## src/logic/spc_pkg.sv

```systemverilog
// shared constants and types for the scan port connect control block
package spc_pkg;

  ////////////////////////////////////////////////////////////////////////////
  // apb register map
  localparam logic [11:0] CTRL_OFF     = 12'h000;
  localparam logic [11:0] STAT_OFF     = 12'h004;
  localparam int          CTRL_RXEN    = 0;
  localparam logic        CTRL_RXEN_RV = 1'b1;
  localparam int          STAT_HERR    = 10;

  ////////////////////////////////////////////////////////////////////////////
  // dedicated global addresses
  localparam logic [9:0] RESET_CODE             = 10'h000;
  localparam logic [9:0] GLOBAL_DISCONNECT_CODE = 10'h3fe;
  localparam logic [9:0] TEST_SYNC_ADDRESS      = 10'h3ff;

  ////////////////////////////////////////////////////////////////////////////
  // connect status, stored and effective
  typedef enum logic [6:0] {
    SPC_OFF     = 7'h01,
    SPC_ON      = 7'h02,
    SPC_MCAST   = 7'h04,
    SPC_RESET   = 7'h08,
    SPC_BYP     = 7'h10,
    SPC_TRST    = 7'h20,
    SPC_BYPTRST = 7'h40
  } spc_stat_t;

  // tap controller states
  typedef enum logic [15:0] {
    TAP_TLR   = 16'h0001,
    TAP_RTI   = 16'h0002,
    TAP_SELDR = 16'h0004,
    TAP_CAPDR = 16'h0008,
    TAP_SHDR  = 16'h0010,
    TAP_EX1DR = 16'h0020,
    TAP_PSDR  = 16'h0040,
    TAP_EX2DR = 16'h0080,
    TAP_UPDR  = 16'h0100,
    TAP_SELIR = 16'h0200,
    TAP_CAPIR = 16'h0400,
    TAP_SHIR  = 16'h0800,
    TAP_EX1IR = 16'h1000,
    TAP_PSIR  = 16'h2000,
    TAP_EX2IR = 16'h4000,
    TAP_UPIR  = 16'h8000
  } spc_tap_t;

endpackage

```

## src/logic/spc_connect.sv

```systemverilog
// connect-status control of an addressable multidrop scan port transceiver
//
// What this block does
// - test sync address with chains paused enters multicast at once
// - multicast routes data in and mode select down, primary data out floats
// - no acknowledge is sent after a test sync address
// - test sync address valid only with both taps in a pause state
// - test sync address with either tap in reset or idle gives disconnect
// - bypass low connects primary to secondary regardless of earlier protocols
// - bypass low drives link active low
// - bypass fall connects both data paths without a test clock edge
// - bypass passes mode select, but test reset low holds it high
// - bypass holds the protocol receiver in its power-up state, ignoring selects
// - bypass release restores last valid status and re-enables reception
// - primary test reset always buffered to secondary test reset
// - test reset low without bypass: link inactive, both data outputs float
// - test reset low with bypass gives combined bypass and reset status
// - test reset low always forces secondary mode select high
// - shadow protocols ignored while test reset is low
// - without bypass, link active only after match or test sync result
// - otherwise, and during acknowledge, link active stays high
// - mode select change during select or acknowledge is a hard error
// - on status connects both data paths and mode select
// - off status floats both data outputs, holds mode select level
// - global disconnect code enters off with no acknowledge
// - reset code enters reset status, outputs float, mode select high
//
// The APB slave port and the register addresses were decided locally.
`timescale 1ns/10ps
module spc_connect (
  input  wire logic        i_clk,
  input  wire logic        i_sys_rst,
  input  wire logic        i_psel,
  input  wire logic        i_penable,
  input  wire logic        i_pwrite,
  input  wire logic [11:0] i_paddr,
  input  wire logic [31:0] i_pwdata,
  output logic      [31:0] o_prdata,
  output logic             o_pready,
  output logic             o_pslverr,
  input  wire logic        i_protocol_bypass_n,
  input  wire logic        i_primary_test_reset_n,
  input  wire logic        i_primary_test_clock,
  input  wire logic        i_primary_mode_select,
  input  wire logic        i_primary_data_in,
  input  wire logic        i_secondary_data_in,
  input  wire logic [9:0]  i_board_address_inputs,
  output logic             o_primary_data_out,
  output logic             o_primary_data_out_oe_n,
  output logic             o_secondary_data_out,
  output logic             o_secondary_data_out_oe_n,
  output logic             o_secondary_mode_select,
  output logic             o_secondary_test_reset_n,
  output logic             o_link_active_n,
  input  wire logic        i_sel_valid,
  input  wire logic [9:0]  i_sel_addr,
  input  wire logic        i_sel_busy,
  input  wire logic        i_ack_done,
  output logic             o_ack_start
);

  ////////////////////////////////////////////////////////////////////////////
  // pin synchronisation
  logic [15:0] pin_s;
  logic        byp_n_s;
  logic        trst_n_s;
  logic        tck_s;
  logic        primary_mode_select_s;
  logic        pdi_s;
  logic        sdi_s;
  logic [9:0]  board_s;

  spc_sync #(.W(16)) u_sync (
    .i_clk (i_clk),
    .i_d   ({i_board_address_inputs, i_secondary_data_in, i_primary_data_in,
             i_primary_mode_select, i_primary_test_clock, i_primary_test_reset_n,
             i_protocol_bypass_n}),
    .o_q   (pin_s)
  );

  // unpack the synchronised bundle
  assign byp_n_s  = pin_s[0];
  assign trst_n_s = pin_s[1];
  assign tck_s    = pin_s[2];
  assign primary_mode_select_s   = pin_s[3];
  assign pdi_s    = pin_s[4];
  assign sdi_s    = pin_s[5];
  assign board_s  = pin_s[15:6];

  ////////////////////////////////////////////////////////////////////////////
  // test clock edge and mode select change detection
  logic tck_d;
  logic primary_mode_select_d;
  logic tck_rise;
  logic ms_chg;

  always_ff @(posedge i_clk) begin
    if (i_sys_rst) begin
      tck_d  <= 1'b0;
      primary_mode_select_d <= 1'b1;
    end else begin
      tck_d  <= tck_s;
      primary_mode_select_d <= primary_mode_select_s;
    end
  end

  assign tck_rise = tck_s & ~tck_d;
  assign ms_chg   = primary_mode_select_s ^ primary_mode_select_d;

  ////////////////////////////////////////////////////////////////////////////
  // tap followers; the secondary chain sees the mode select we drive
  spc_pkg::spc_tap_t ptap;
  spc_pkg::spc_tap_t stap;
  logic              both_pause;

  spc_tap_track u_ptap (
    .i_clk     (i_clk),
    .i_sys_rst (i_sys_rst),
    .i_clr     (~trst_n_s),
    .i_step    (tck_rise),
    .i_tms     (primary_mode_select_s),
    .o_state   (ptap)
  );

  spc_tap_track u_stap (
    .i_clk     (i_clk),
    .i_sys_rst (i_sys_rst),
    .i_clr     (~trst_n_s),
    .i_step    (tck_rise),
    .i_tms     (o_secondary_mode_select),
    .o_state   (stap)
  );

  // test sync needs both controllers parked in a pause state
  assign both_pause = (ptap == spc_pkg::TAP_PSDR || ptap == spc_pkg::TAP_PSIR) &&
                      (stap == spc_pkg::TAP_PSDR || stap == spc_pkg::TAP_PSIR);

  ////////////////////////////////////////////////////////////////////////////
  // protocol receipt gating and hard error detection
  logic ctrl_rx_en;
  logic rx_ok;
  logic ack_pend;
  logic sel_bad;
  logic herr_now;
  logic accept;
  logic hard_err;

  // bypass and test reset hold the receiver idle
  assign rx_ok    = byp_n_s & trst_n_s & ctrl_rx_en;
  assign herr_now = rx_ok & ms_chg & (i_sel_busy | ack_pend);
  // a select arriving during an acknowledge is not taken, so stray bits cannot reselect
  assign accept   = i_sel_valid & rx_ok & ~sel_bad & ~herr_now & ~ack_pend;

  // a select that saw a mode select change is discarded when it completes
  always_ff @(posedge i_clk) begin
    if (i_sys_rst || !rx_ok) begin
      sel_bad <= 1'b0;
    end else if (herr_now && i_sel_busy) begin
      sel_bad <= 1'b1;
    end else if (!i_sel_busy && !i_sel_valid) begin
      sel_bad <= 1'b0;
    end
  end

  ////////////////////////////////////////////////////////////////////////////
  // address decode to the stored connect status
  spc_pkg::spc_stat_t conn;
  spc_pkg::spc_stat_t next_conn;
  logic               ack_req;

  always_comb begin
    next_conn = conn;
    ack_req   = 1'b0;
    if (accept) begin
      if (i_sel_addr == spc_pkg::RESET_CODE) begin
        next_conn = spc_pkg::SPC_RESET;
      end else if (i_sel_addr == spc_pkg::GLOBAL_DISCONNECT_CODE) begin
        next_conn = spc_pkg::SPC_OFF;
      end else if (i_sel_addr == spc_pkg::TEST_SYNC_ADDRESS) begin
        next_conn = both_pause ? spc_pkg::SPC_MCAST : spc_pkg::SPC_OFF;
      end else if (i_sel_addr == board_s) begin
        ack_req = 1'b1;
      end else begin
        next_conn = spc_pkg::SPC_OFF;
      end
    end else if (rx_ok && ack_pend && i_ack_done && !herr_now) begin
      next_conn = spc_pkg::SPC_ON; // on status only after the whole acknowledge
    end
  end

  // stored result survives bypass, so its release restores it
  always_ff @(posedge i_clk) begin
    if (i_sys_rst || !trst_n_s) begin
      conn <= spc_pkg::SPC_OFF;
    end else begin
      conn <= next_conn;
    end
  end

  // acknowledge in flight; a hard error or bypass aborts it
  always_ff @(posedge i_clk) begin
    if (i_sys_rst || !rx_ok) begin
      ack_pend <= 1'b0;
    end else if (ack_req) begin
      ack_pend <= 1'b1;
    end else if (i_ack_done || herr_now) begin
      ack_pend <= 1'b0;
    end
  end

  // start request to the serial acknowledge sender
  always_ff @(posedge i_clk) begin
    if (i_sys_rst) begin
      o_ack_start <= 1'b0;
    end else begin
      o_ack_start <= ack_req;
    end
  end

  ////////////////////////////////////////////////////////////////////////////
  // effective status: test reset, then bypass, then stored result
  spc_pkg::spc_stat_t eff;

  always_comb begin
    if (!trst_n_s && !byp_n_s) begin
      eff = spc_pkg::SPC_BYPTRST;
    end else if (!trst_n_s) begin
      eff = spc_pkg::SPC_TRST;
    end else if (!byp_n_s) begin
      eff = spc_pkg::SPC_BYP;
    end else begin
      eff = conn;
    end
  end

  ////////////////////////////////////////////////////////////////////////////
  // pin drivers, registered; one system clock after sync, no test clock edge needed
  always_ff @(posedge i_clk) begin
    if (i_sys_rst) begin
      o_primary_data_out        <= 1'b0;
      o_primary_data_out_oe_n   <= 1'b1;
      o_secondary_data_out      <= 1'b0;
      o_secondary_data_out_oe_n <= 1'b1;
      o_secondary_mode_select   <= 1'b1;
      o_link_active_n           <= 1'b1;
    end else begin
      case (eff)
        spc_pkg::SPC_ON, spc_pkg::SPC_BYP, spc_pkg::SPC_BYPTRST: begin
          o_primary_data_out        <= sdi_s;
          o_primary_data_out_oe_n   <= 1'b0;
          o_secondary_data_out      <= pdi_s;
          o_secondary_data_out_oe_n <= 1'b0;
          o_secondary_mode_select   <= (eff == spc_pkg::SPC_BYPTRST) ? 1'b1 : primary_mode_select_s;
          // bypass always shows active; on status stays inactive while acknowledging
          o_link_active_n           <= (eff == spc_pkg::SPC_ON) ? ack_pend : 1'b0;
        end
        spc_pkg::SPC_MCAST: begin
          o_primary_data_out        <= 1'b0;
          o_primary_data_out_oe_n   <= 1'b1;
          o_secondary_data_out      <= pdi_s;
          o_secondary_data_out_oe_n <= 1'b0;
          o_secondary_mode_select   <= primary_mode_select_s;
          o_link_active_n           <= ack_pend;
        end
        spc_pkg::SPC_RESET, spc_pkg::SPC_TRST: begin
          o_primary_data_out        <= 1'b0;
          o_primary_data_out_oe_n   <= 1'b1;
          o_secondary_data_out      <= 1'b0;
          o_secondary_data_out_oe_n <= 1'b1;
          o_secondary_mode_select   <= 1'b1;
          o_link_active_n           <= 1'b1;
        end
        default: begin
          o_primary_data_out        <= 1'b0;
          o_primary_data_out_oe_n   <= 1'b1;
          o_secondary_data_out      <= 1'b0;
          o_secondary_data_out_oe_n <= 1'b1;
          o_secondary_mode_select   <= o_secondary_mode_select; // chain stays in its tap state
          o_link_active_n           <= 1'b1;
        end
      endcase
    end
  end

  // test reset passes straight down the chain
  always_ff @(posedge i_clk) begin
    if (i_sys_rst) begin
      o_secondary_test_reset_n <= 1'b1;
    end else begin
      o_secondary_test_reset_n <= trst_n_s;
    end
  end

  ////////////////////////////////////////////////////////////////////////////
  // apb slave: zero wait states, unmapped addresses answer with an error
  logic        apb_setup;
  logic        apb_acc;
  logic        hit_ctrl;
  logic        hit_stat;
  logic [31:0] stat_word;

  assign apb_setup = i_psel & ~i_penable;
  assign apb_acc   = i_psel & i_penable;
  assign hit_ctrl  = i_paddr == spc_pkg::CTRL_OFF;
  assign hit_stat  = i_paddr == spc_pkg::STAT_OFF;
  assign o_pready  = 1'b1;
  assign o_pslverr = apb_acc & ~(hit_ctrl | hit_stat);
  assign stat_word = {ptap, 5'h00, hard_err, ack_pend, ~trst_n_s, ~byp_n_s, eff};

  // read data is latched in the setup cycle so it stands as a flop output
  always_ff @(posedge i_clk) begin
    if (i_sys_rst) begin
      o_prdata <= 32'h0000_0000;
    end else if (apb_setup && !i_pwrite) begin
      o_prdata <= hit_ctrl ? {31'h0000_0000, ctrl_rx_en} : (hit_stat ? stat_word : 32'h0000_0000);
    end
  end

  // receive enable: software can mute the receiver
  always_ff @(posedge i_clk) begin
    if (i_sys_rst) begin
      ctrl_rx_en <= spc_pkg::CTRL_RXEN_RV;
    end else if (apb_acc && i_pwrite && hit_ctrl) begin
      ctrl_rx_en <= i_pwdata[spc_pkg::CTRL_RXEN];
    end
  end

  // sticky hard error flag, write one to clear, a new error wins
  always_ff @(posedge i_clk) begin
    if (i_sys_rst) begin
      hard_err <= 1'b0;
    end else if (herr_now) begin
      hard_err <= 1'b1;
    end else if (apb_acc && i_pwrite && hit_stat && i_pwdata[spc_pkg::STAT_HERR]) begin
      hard_err <= 1'b0;
    end
  end
endmodule

```

## src/logic/spc_sync.sv

```systemverilog
// two flip-flop synchroniser for a bundle of pins
`timescale 1ns/10ps
module spc_sync #(
  parameter int W = 16
) (
  input  wire logic         i_clk,
  input  wire logic [W-1:0] i_d,
  output logic      [W-1:0] o_q
);
  logic [W-1:0] meta;

  // the first stage feeds only the second stage
  always_ff @(posedge i_clk) begin
    meta <= i_d;
    o_q  <= meta;
  end
endmodule

```

## src/logic/spc_tap_track.sv

```systemverilog
// follower of a tap controller state, stepped on test clock rising edges
`timescale 1ns/10ps
module spc_tap_track (
  input  wire logic      i_clk,
  input  wire logic      i_sys_rst,
  input  wire logic      i_clr,
  input  wire logic      i_step,
  input  wire logic      i_tms,
  output spc_pkg::spc_tap_t o_state
);
  spc_pkg::spc_tap_t next_state;

  // standard sixteen-state tap walk
  always_comb begin
    case (o_state)
      spc_pkg::TAP_TLR:   next_state = i_tms ? spc_pkg::TAP_TLR   : spc_pkg::TAP_RTI;
      spc_pkg::TAP_RTI:   next_state = i_tms ? spc_pkg::TAP_SELDR : spc_pkg::TAP_RTI;
      spc_pkg::TAP_SELDR: next_state = i_tms ? spc_pkg::TAP_SELIR : spc_pkg::TAP_CAPDR;
      spc_pkg::TAP_CAPDR: next_state = i_tms ? spc_pkg::TAP_EX1DR : spc_pkg::TAP_SHDR;
      spc_pkg::TAP_SHDR:  next_state = i_tms ? spc_pkg::TAP_EX1DR : spc_pkg::TAP_SHDR;
      spc_pkg::TAP_EX1DR: next_state = i_tms ? spc_pkg::TAP_UPDR  : spc_pkg::TAP_PSDR;
      spc_pkg::TAP_PSDR:  next_state = i_tms ? spc_pkg::TAP_EX2DR : spc_pkg::TAP_PSDR;
      spc_pkg::TAP_EX2DR: next_state = i_tms ? spc_pkg::TAP_UPDR  : spc_pkg::TAP_SHDR;
      spc_pkg::TAP_UPDR:  next_state = i_tms ? spc_pkg::TAP_SELDR : spc_pkg::TAP_RTI;
      spc_pkg::TAP_SELIR: next_state = i_tms ? spc_pkg::TAP_TLR   : spc_pkg::TAP_CAPIR;
      spc_pkg::TAP_CAPIR: next_state = i_tms ? spc_pkg::TAP_EX1IR : spc_pkg::TAP_SHIR;
      spc_pkg::TAP_SHIR:  next_state = i_tms ? spc_pkg::TAP_EX1IR : spc_pkg::TAP_SHIR;
      spc_pkg::TAP_EX1IR: next_state = i_tms ? spc_pkg::TAP_UPIR  : spc_pkg::TAP_PSIR;
      spc_pkg::TAP_PSIR:  next_state = i_tms ? spc_pkg::TAP_EX2IR : spc_pkg::TAP_PSIR;
      spc_pkg::TAP_EX2IR: next_state = i_tms ? spc_pkg::TAP_UPIR  : spc_pkg::TAP_SHIR;
      spc_pkg::TAP_UPIR:  next_state = i_tms ? spc_pkg::TAP_SELDR : spc_pkg::TAP_RTI;
      default:            next_state = spc_pkg::TAP_TLR;
    endcase
  end

  // a test reset forces test-logic-reset at once
  always_ff @(posedge i_clk) begin
    if (i_sys_rst || i_clr) begin
      o_state <= spc_pkg::TAP_TLR;
    end else if (i_step) begin
      o_state <= next_state;
    end
  end
endmodule

```

## config.mk

```make
export PLATFORM = sky130hd
export DESIGN_NAME = spc_connect
export DESIGN_NICKNAME = d
export VERILOG_FILES = /design/src/logic/spc_pkg.sv /design/src/logic/spc_connect.sv /design/src/logic/spc_sync.sv /design/src/logic/spc_tap_track.sv
export SDC_FILE = /design/constraint.sdc
export NUM_CORES = 1
export LEC_CHECK = 0
export ABC_AREA = 1
export BUFFER_PORTS_ARGS = -buffer_cell sky130_fd_sc_hd__buf_2
export CAP_MARGIN = 20
export CORE_ASPECT_RATIO = 1.4
export CORE_MARGIN = 10
export CORE_UTILIZATION = 40
export DETAILED_ROUTE_END_ITERATION = 7
export GPL_TIMING_DRIVEN = 0
export PLACE_DENSITY = 0.71
export SYNTH_ARGS = -nofsm -noshare
export SYNTH_HDL_FRONTEND = slang
export SYNTH_HIERARCHICAL = 1
export SYNTH_SLANG_ARGS = --single-unit
```

## constraint.sdc

```tcl
create_clock -name i_clk -period 1.3 [get_ports i_clk]
set_input_delay 0 -clock i_clk [delete_from_list [all_inputs] [get_ports i_clk]]
set_output_delay 0 -clock i_clk [all_outputs]
set_load 0.1 [all_outputs]
```

==> flow_metrics.py <==
metrics = {
    "run_status": {
        "outcome": "complete, but fails checks",
        "violations": "negative setup slack",
    },
    "clocking": {
        "cts-root-buf": "clkbuf_16",
        "cts_buffers": 9,
        "cts_tree": "yes",
        "cts_buffer_depth": 2,
        "cts_sinks": 109,
        "clk_latency_ps": 360,
        "path_clk_slew_ps": 70,
        "htree_levels": 3,
    },
    "routing": {
        "vias": 5099,
        "drc_errors": 0,
        "drtIter0Drc": 228,
        "ant_nets": 0,
        "dr.pass1.iters": 5,
        "wirelength_um": 14600,
        "wl_per_cell_um": 14.2,
        "avgViaCountPerCell": 4.98,
    },
    "finish": {
        "nets": 946,
        "layout-drive-gt1-share": 0.360,
        "antenna_cells": 0,
        "fillers": 1112,
        "final_common_cell": "nand2_1",
        "layout_common_cells": "nand2_1, buf_2, nor2_1, dfxtp_1, inv_1",
        "area_delta_synth_final_pct": 39.1,
        "final_area_sq_um": 6880,
    },
    "global_route": {
        "grt_usage": 0.157,
        "grt_max_degree": 20,
        "grt_overflow": 0,
        "antenna_found_initial": 0,
        "grt_pass1_wl_um": 21900,
        "grt_pass1_vias": 4727,
    },
    "timing": {
        "period_share": 1.08,
        "period_needed_ps": 1400,
        "tns_ps": -975,
        "drv_slew": 0,
        "setup_viol": 23,
        "worst_slew_pin_slew_ps": 654,
        "max_freq_mhz": 712,
        "finClkSkew_ps": 7.66,
        "slew_headroom": 0.564,
        "rsz0062_at_grt": "yes",
        "fin_ws_ps": -105,
        "hold_viol": 0,
    },
    "logic_synthesis": {
        "ys_types": 30,
        "netlist_area_sq_um": 4950,
        "synth_seq_cells": 109,
        "synthCells": 711,
        "ys_seq_area_frac": 0.441,
        "yosysWarningCount": 6,
        "syn_avg_cell_area_sq_um": 6.96,
    },
    "die": {
        "dieArea_sq_um": 17300,
        "rows": 48,
        "die_w_um": 114,
        "start_util": 0.404,
        "die_y_um": 152,
        "ios": 120,
        "core_area_sq_um": 12300,
    },
    "power": {
        "leakage_nw": 3.03,
        "intPower_mw": 4.98,
        "powerDensity_nw_per_um2": 992,
        "clockPowerShare": 0.384,
        "p_switching_mw": 1.84,
        "pwr-share-comb": 0.114,
        "peakVddDrop_uv": 600,
        "p_sw_frac": 0.270,
        "seq_power_share": 0.502,
    },
    "setup_path": {
        "start_kind": "flop",
        "worst_path_largest_cell_delay_ps": 410,
        "cpLargestDelayFamily": "simple AND/OR/NAND/NOR gates",
        "crit_buf_inv": 0,
        "critical_path_class": "flop to flop",
        "path_cells": "nor2_4, nand2_4, nor2_1, o21ai_1, nand2_1, nor2_1, nand4_1, nand2_1",
        "cp-end-kind": "flop",
        "crit_slowest_cell": "dfxtp_2",
        "crit_required_ps": 1600,
        "worst-endpoint-arrival_ps": 1700,
        "worstPathMaxFanout": 7,
    },
    "min_path": {
        "hold_class": "primary input to flop",
    },
    "placed_design": {
        "hpwl_um": 9930,
        "gp_congestion": 0.894,
        "placed_area_sq_um": 5570,
        "port_buffers": 83,
    },
    "run": {
        "max_cap_violations": 0,
    },
}
worst paths after layout:
kind                startpoint                end  slack [ps]  depth (start not counted)
max          u_ptap/o_state[2]  u_ptap/o_state[0]        -100                          8
min                  i_sys_rst            conn[0]          30                          3
max reg2reg  u_ptap/o_state[2]  u_ptap/o_state[0]        -100                          8
min reg2reg     u_sync/meta[3]      u_sync/o_q[3]         330                          0
area by class of cell:
type,instances,area [sq um],area share
well taps,150,188,0.0273
clock inverters,7,58.8,0.00855
repair buffers,142,928,0.135
multi-input cells,507,2780,0.403
clock buffers,9,225,0.0327
flip-flops and latches,109,2260,0.329
inverters,82,314,0.0456
plain buffers,17,128,0.0185
what timing repair did:
| item | CTS | global route |
|---|---|---|
| pin swaps | 23 | 39 |
| endpoints found under the setup margin | 41 | 41 |
| cloned | 2 | 0 |
| hold buffers | 22 | 0 |
| setup buffers | 28 | 9 |
| resized for setup | 89 | 91 |
| endpoints found under the hold margin | 22 | 0 |
metrics by stage:
stage,hold slack (ps),total power [mW],setup WS [ps],std cells,util
floorplan,27.7,3.94,27.2,715,-
finish,31.7,6.83,-105,1023,0.562
global placement,102,4.12,-507,948,0.455
CTS,12.4,6.83,-57.2,1014,0.533
detailed placement,104,4.13,-508,948,0.455
global route,49.1,7.09,-197,1023,0.562
sequential cells by signal, indices dropped and copies added, names as in the netlist, 4 cells and up:
signal / flops
conn: 4
o_prdata: 27
u_ptap/o_state: 16
u_stap/o_state: 16
u_sync/meta: 16
u_sync/o_q: 16
worst reg2reg max path, delay by kind of cell, from the launching register on:
kind	cells	cell delay [ps]
AO/OA/AOI/OAI	1	250
flip-flops	1	410
AND/OR/NAND/NOR	7	690
cell usage after synthesis (all sizes together):
cell	count	area share
nand2	220	0.18
nor2	127	0.12
dfxtp	109	0.44
inv	82	0.062
a21oi	60	0.062
nand3	39	0.042
nand4	17	0.025
clkbuf	11	0.0083
o21ai	11	0.011
buf	8	0.012
nor3	8	0.0091
o211ai	5	0.0076
a211oi	3	0.0046
or2	3	0.0038
a2bb2oi	2	0.0035
conb	2	0.0015
nor4	2	0.0025
a31oi	1	0.0013
nand3b	1	0.0015
routing by layer:
layer,GRT usage,vias up,share of wire
li1,-,2553,-
met1,0.151,2359,0.35
met2,0.302,144,0.57
met3,0.0351,43,0.047
met4,0.0773,0,0.037
met5,0,-,0
kinds of logic (layout without fill, tap and decap cells):
kind of cell | after synthesis | in the layout | synth area share
AND/OR/NAND/NOR | 417 | 419 | 0.384
flip-flops | 109 | 109 | 0.441
buffers and inverters | 101 | 257 | 0.0827
AO/OA/AOI/OAI | 82 | 82 | 0.0903
other | 2 | 6 | 0.00152
power groups by stage:
stage | clock network (mW) | registers, mW | logic (mW)
finish | 2.62 | 3.43 | 0.779
global route | 2.81 | 3.44 | 0.839
CTS | 2.68 | 3.44 | 0.717
global placement | 0 | 3.52 | 0.595
floorplan | 0 | 3.60 | 0.349
detailed placement | 0 | 3.53 | 0.601
(Power assumes the default switching activity.)
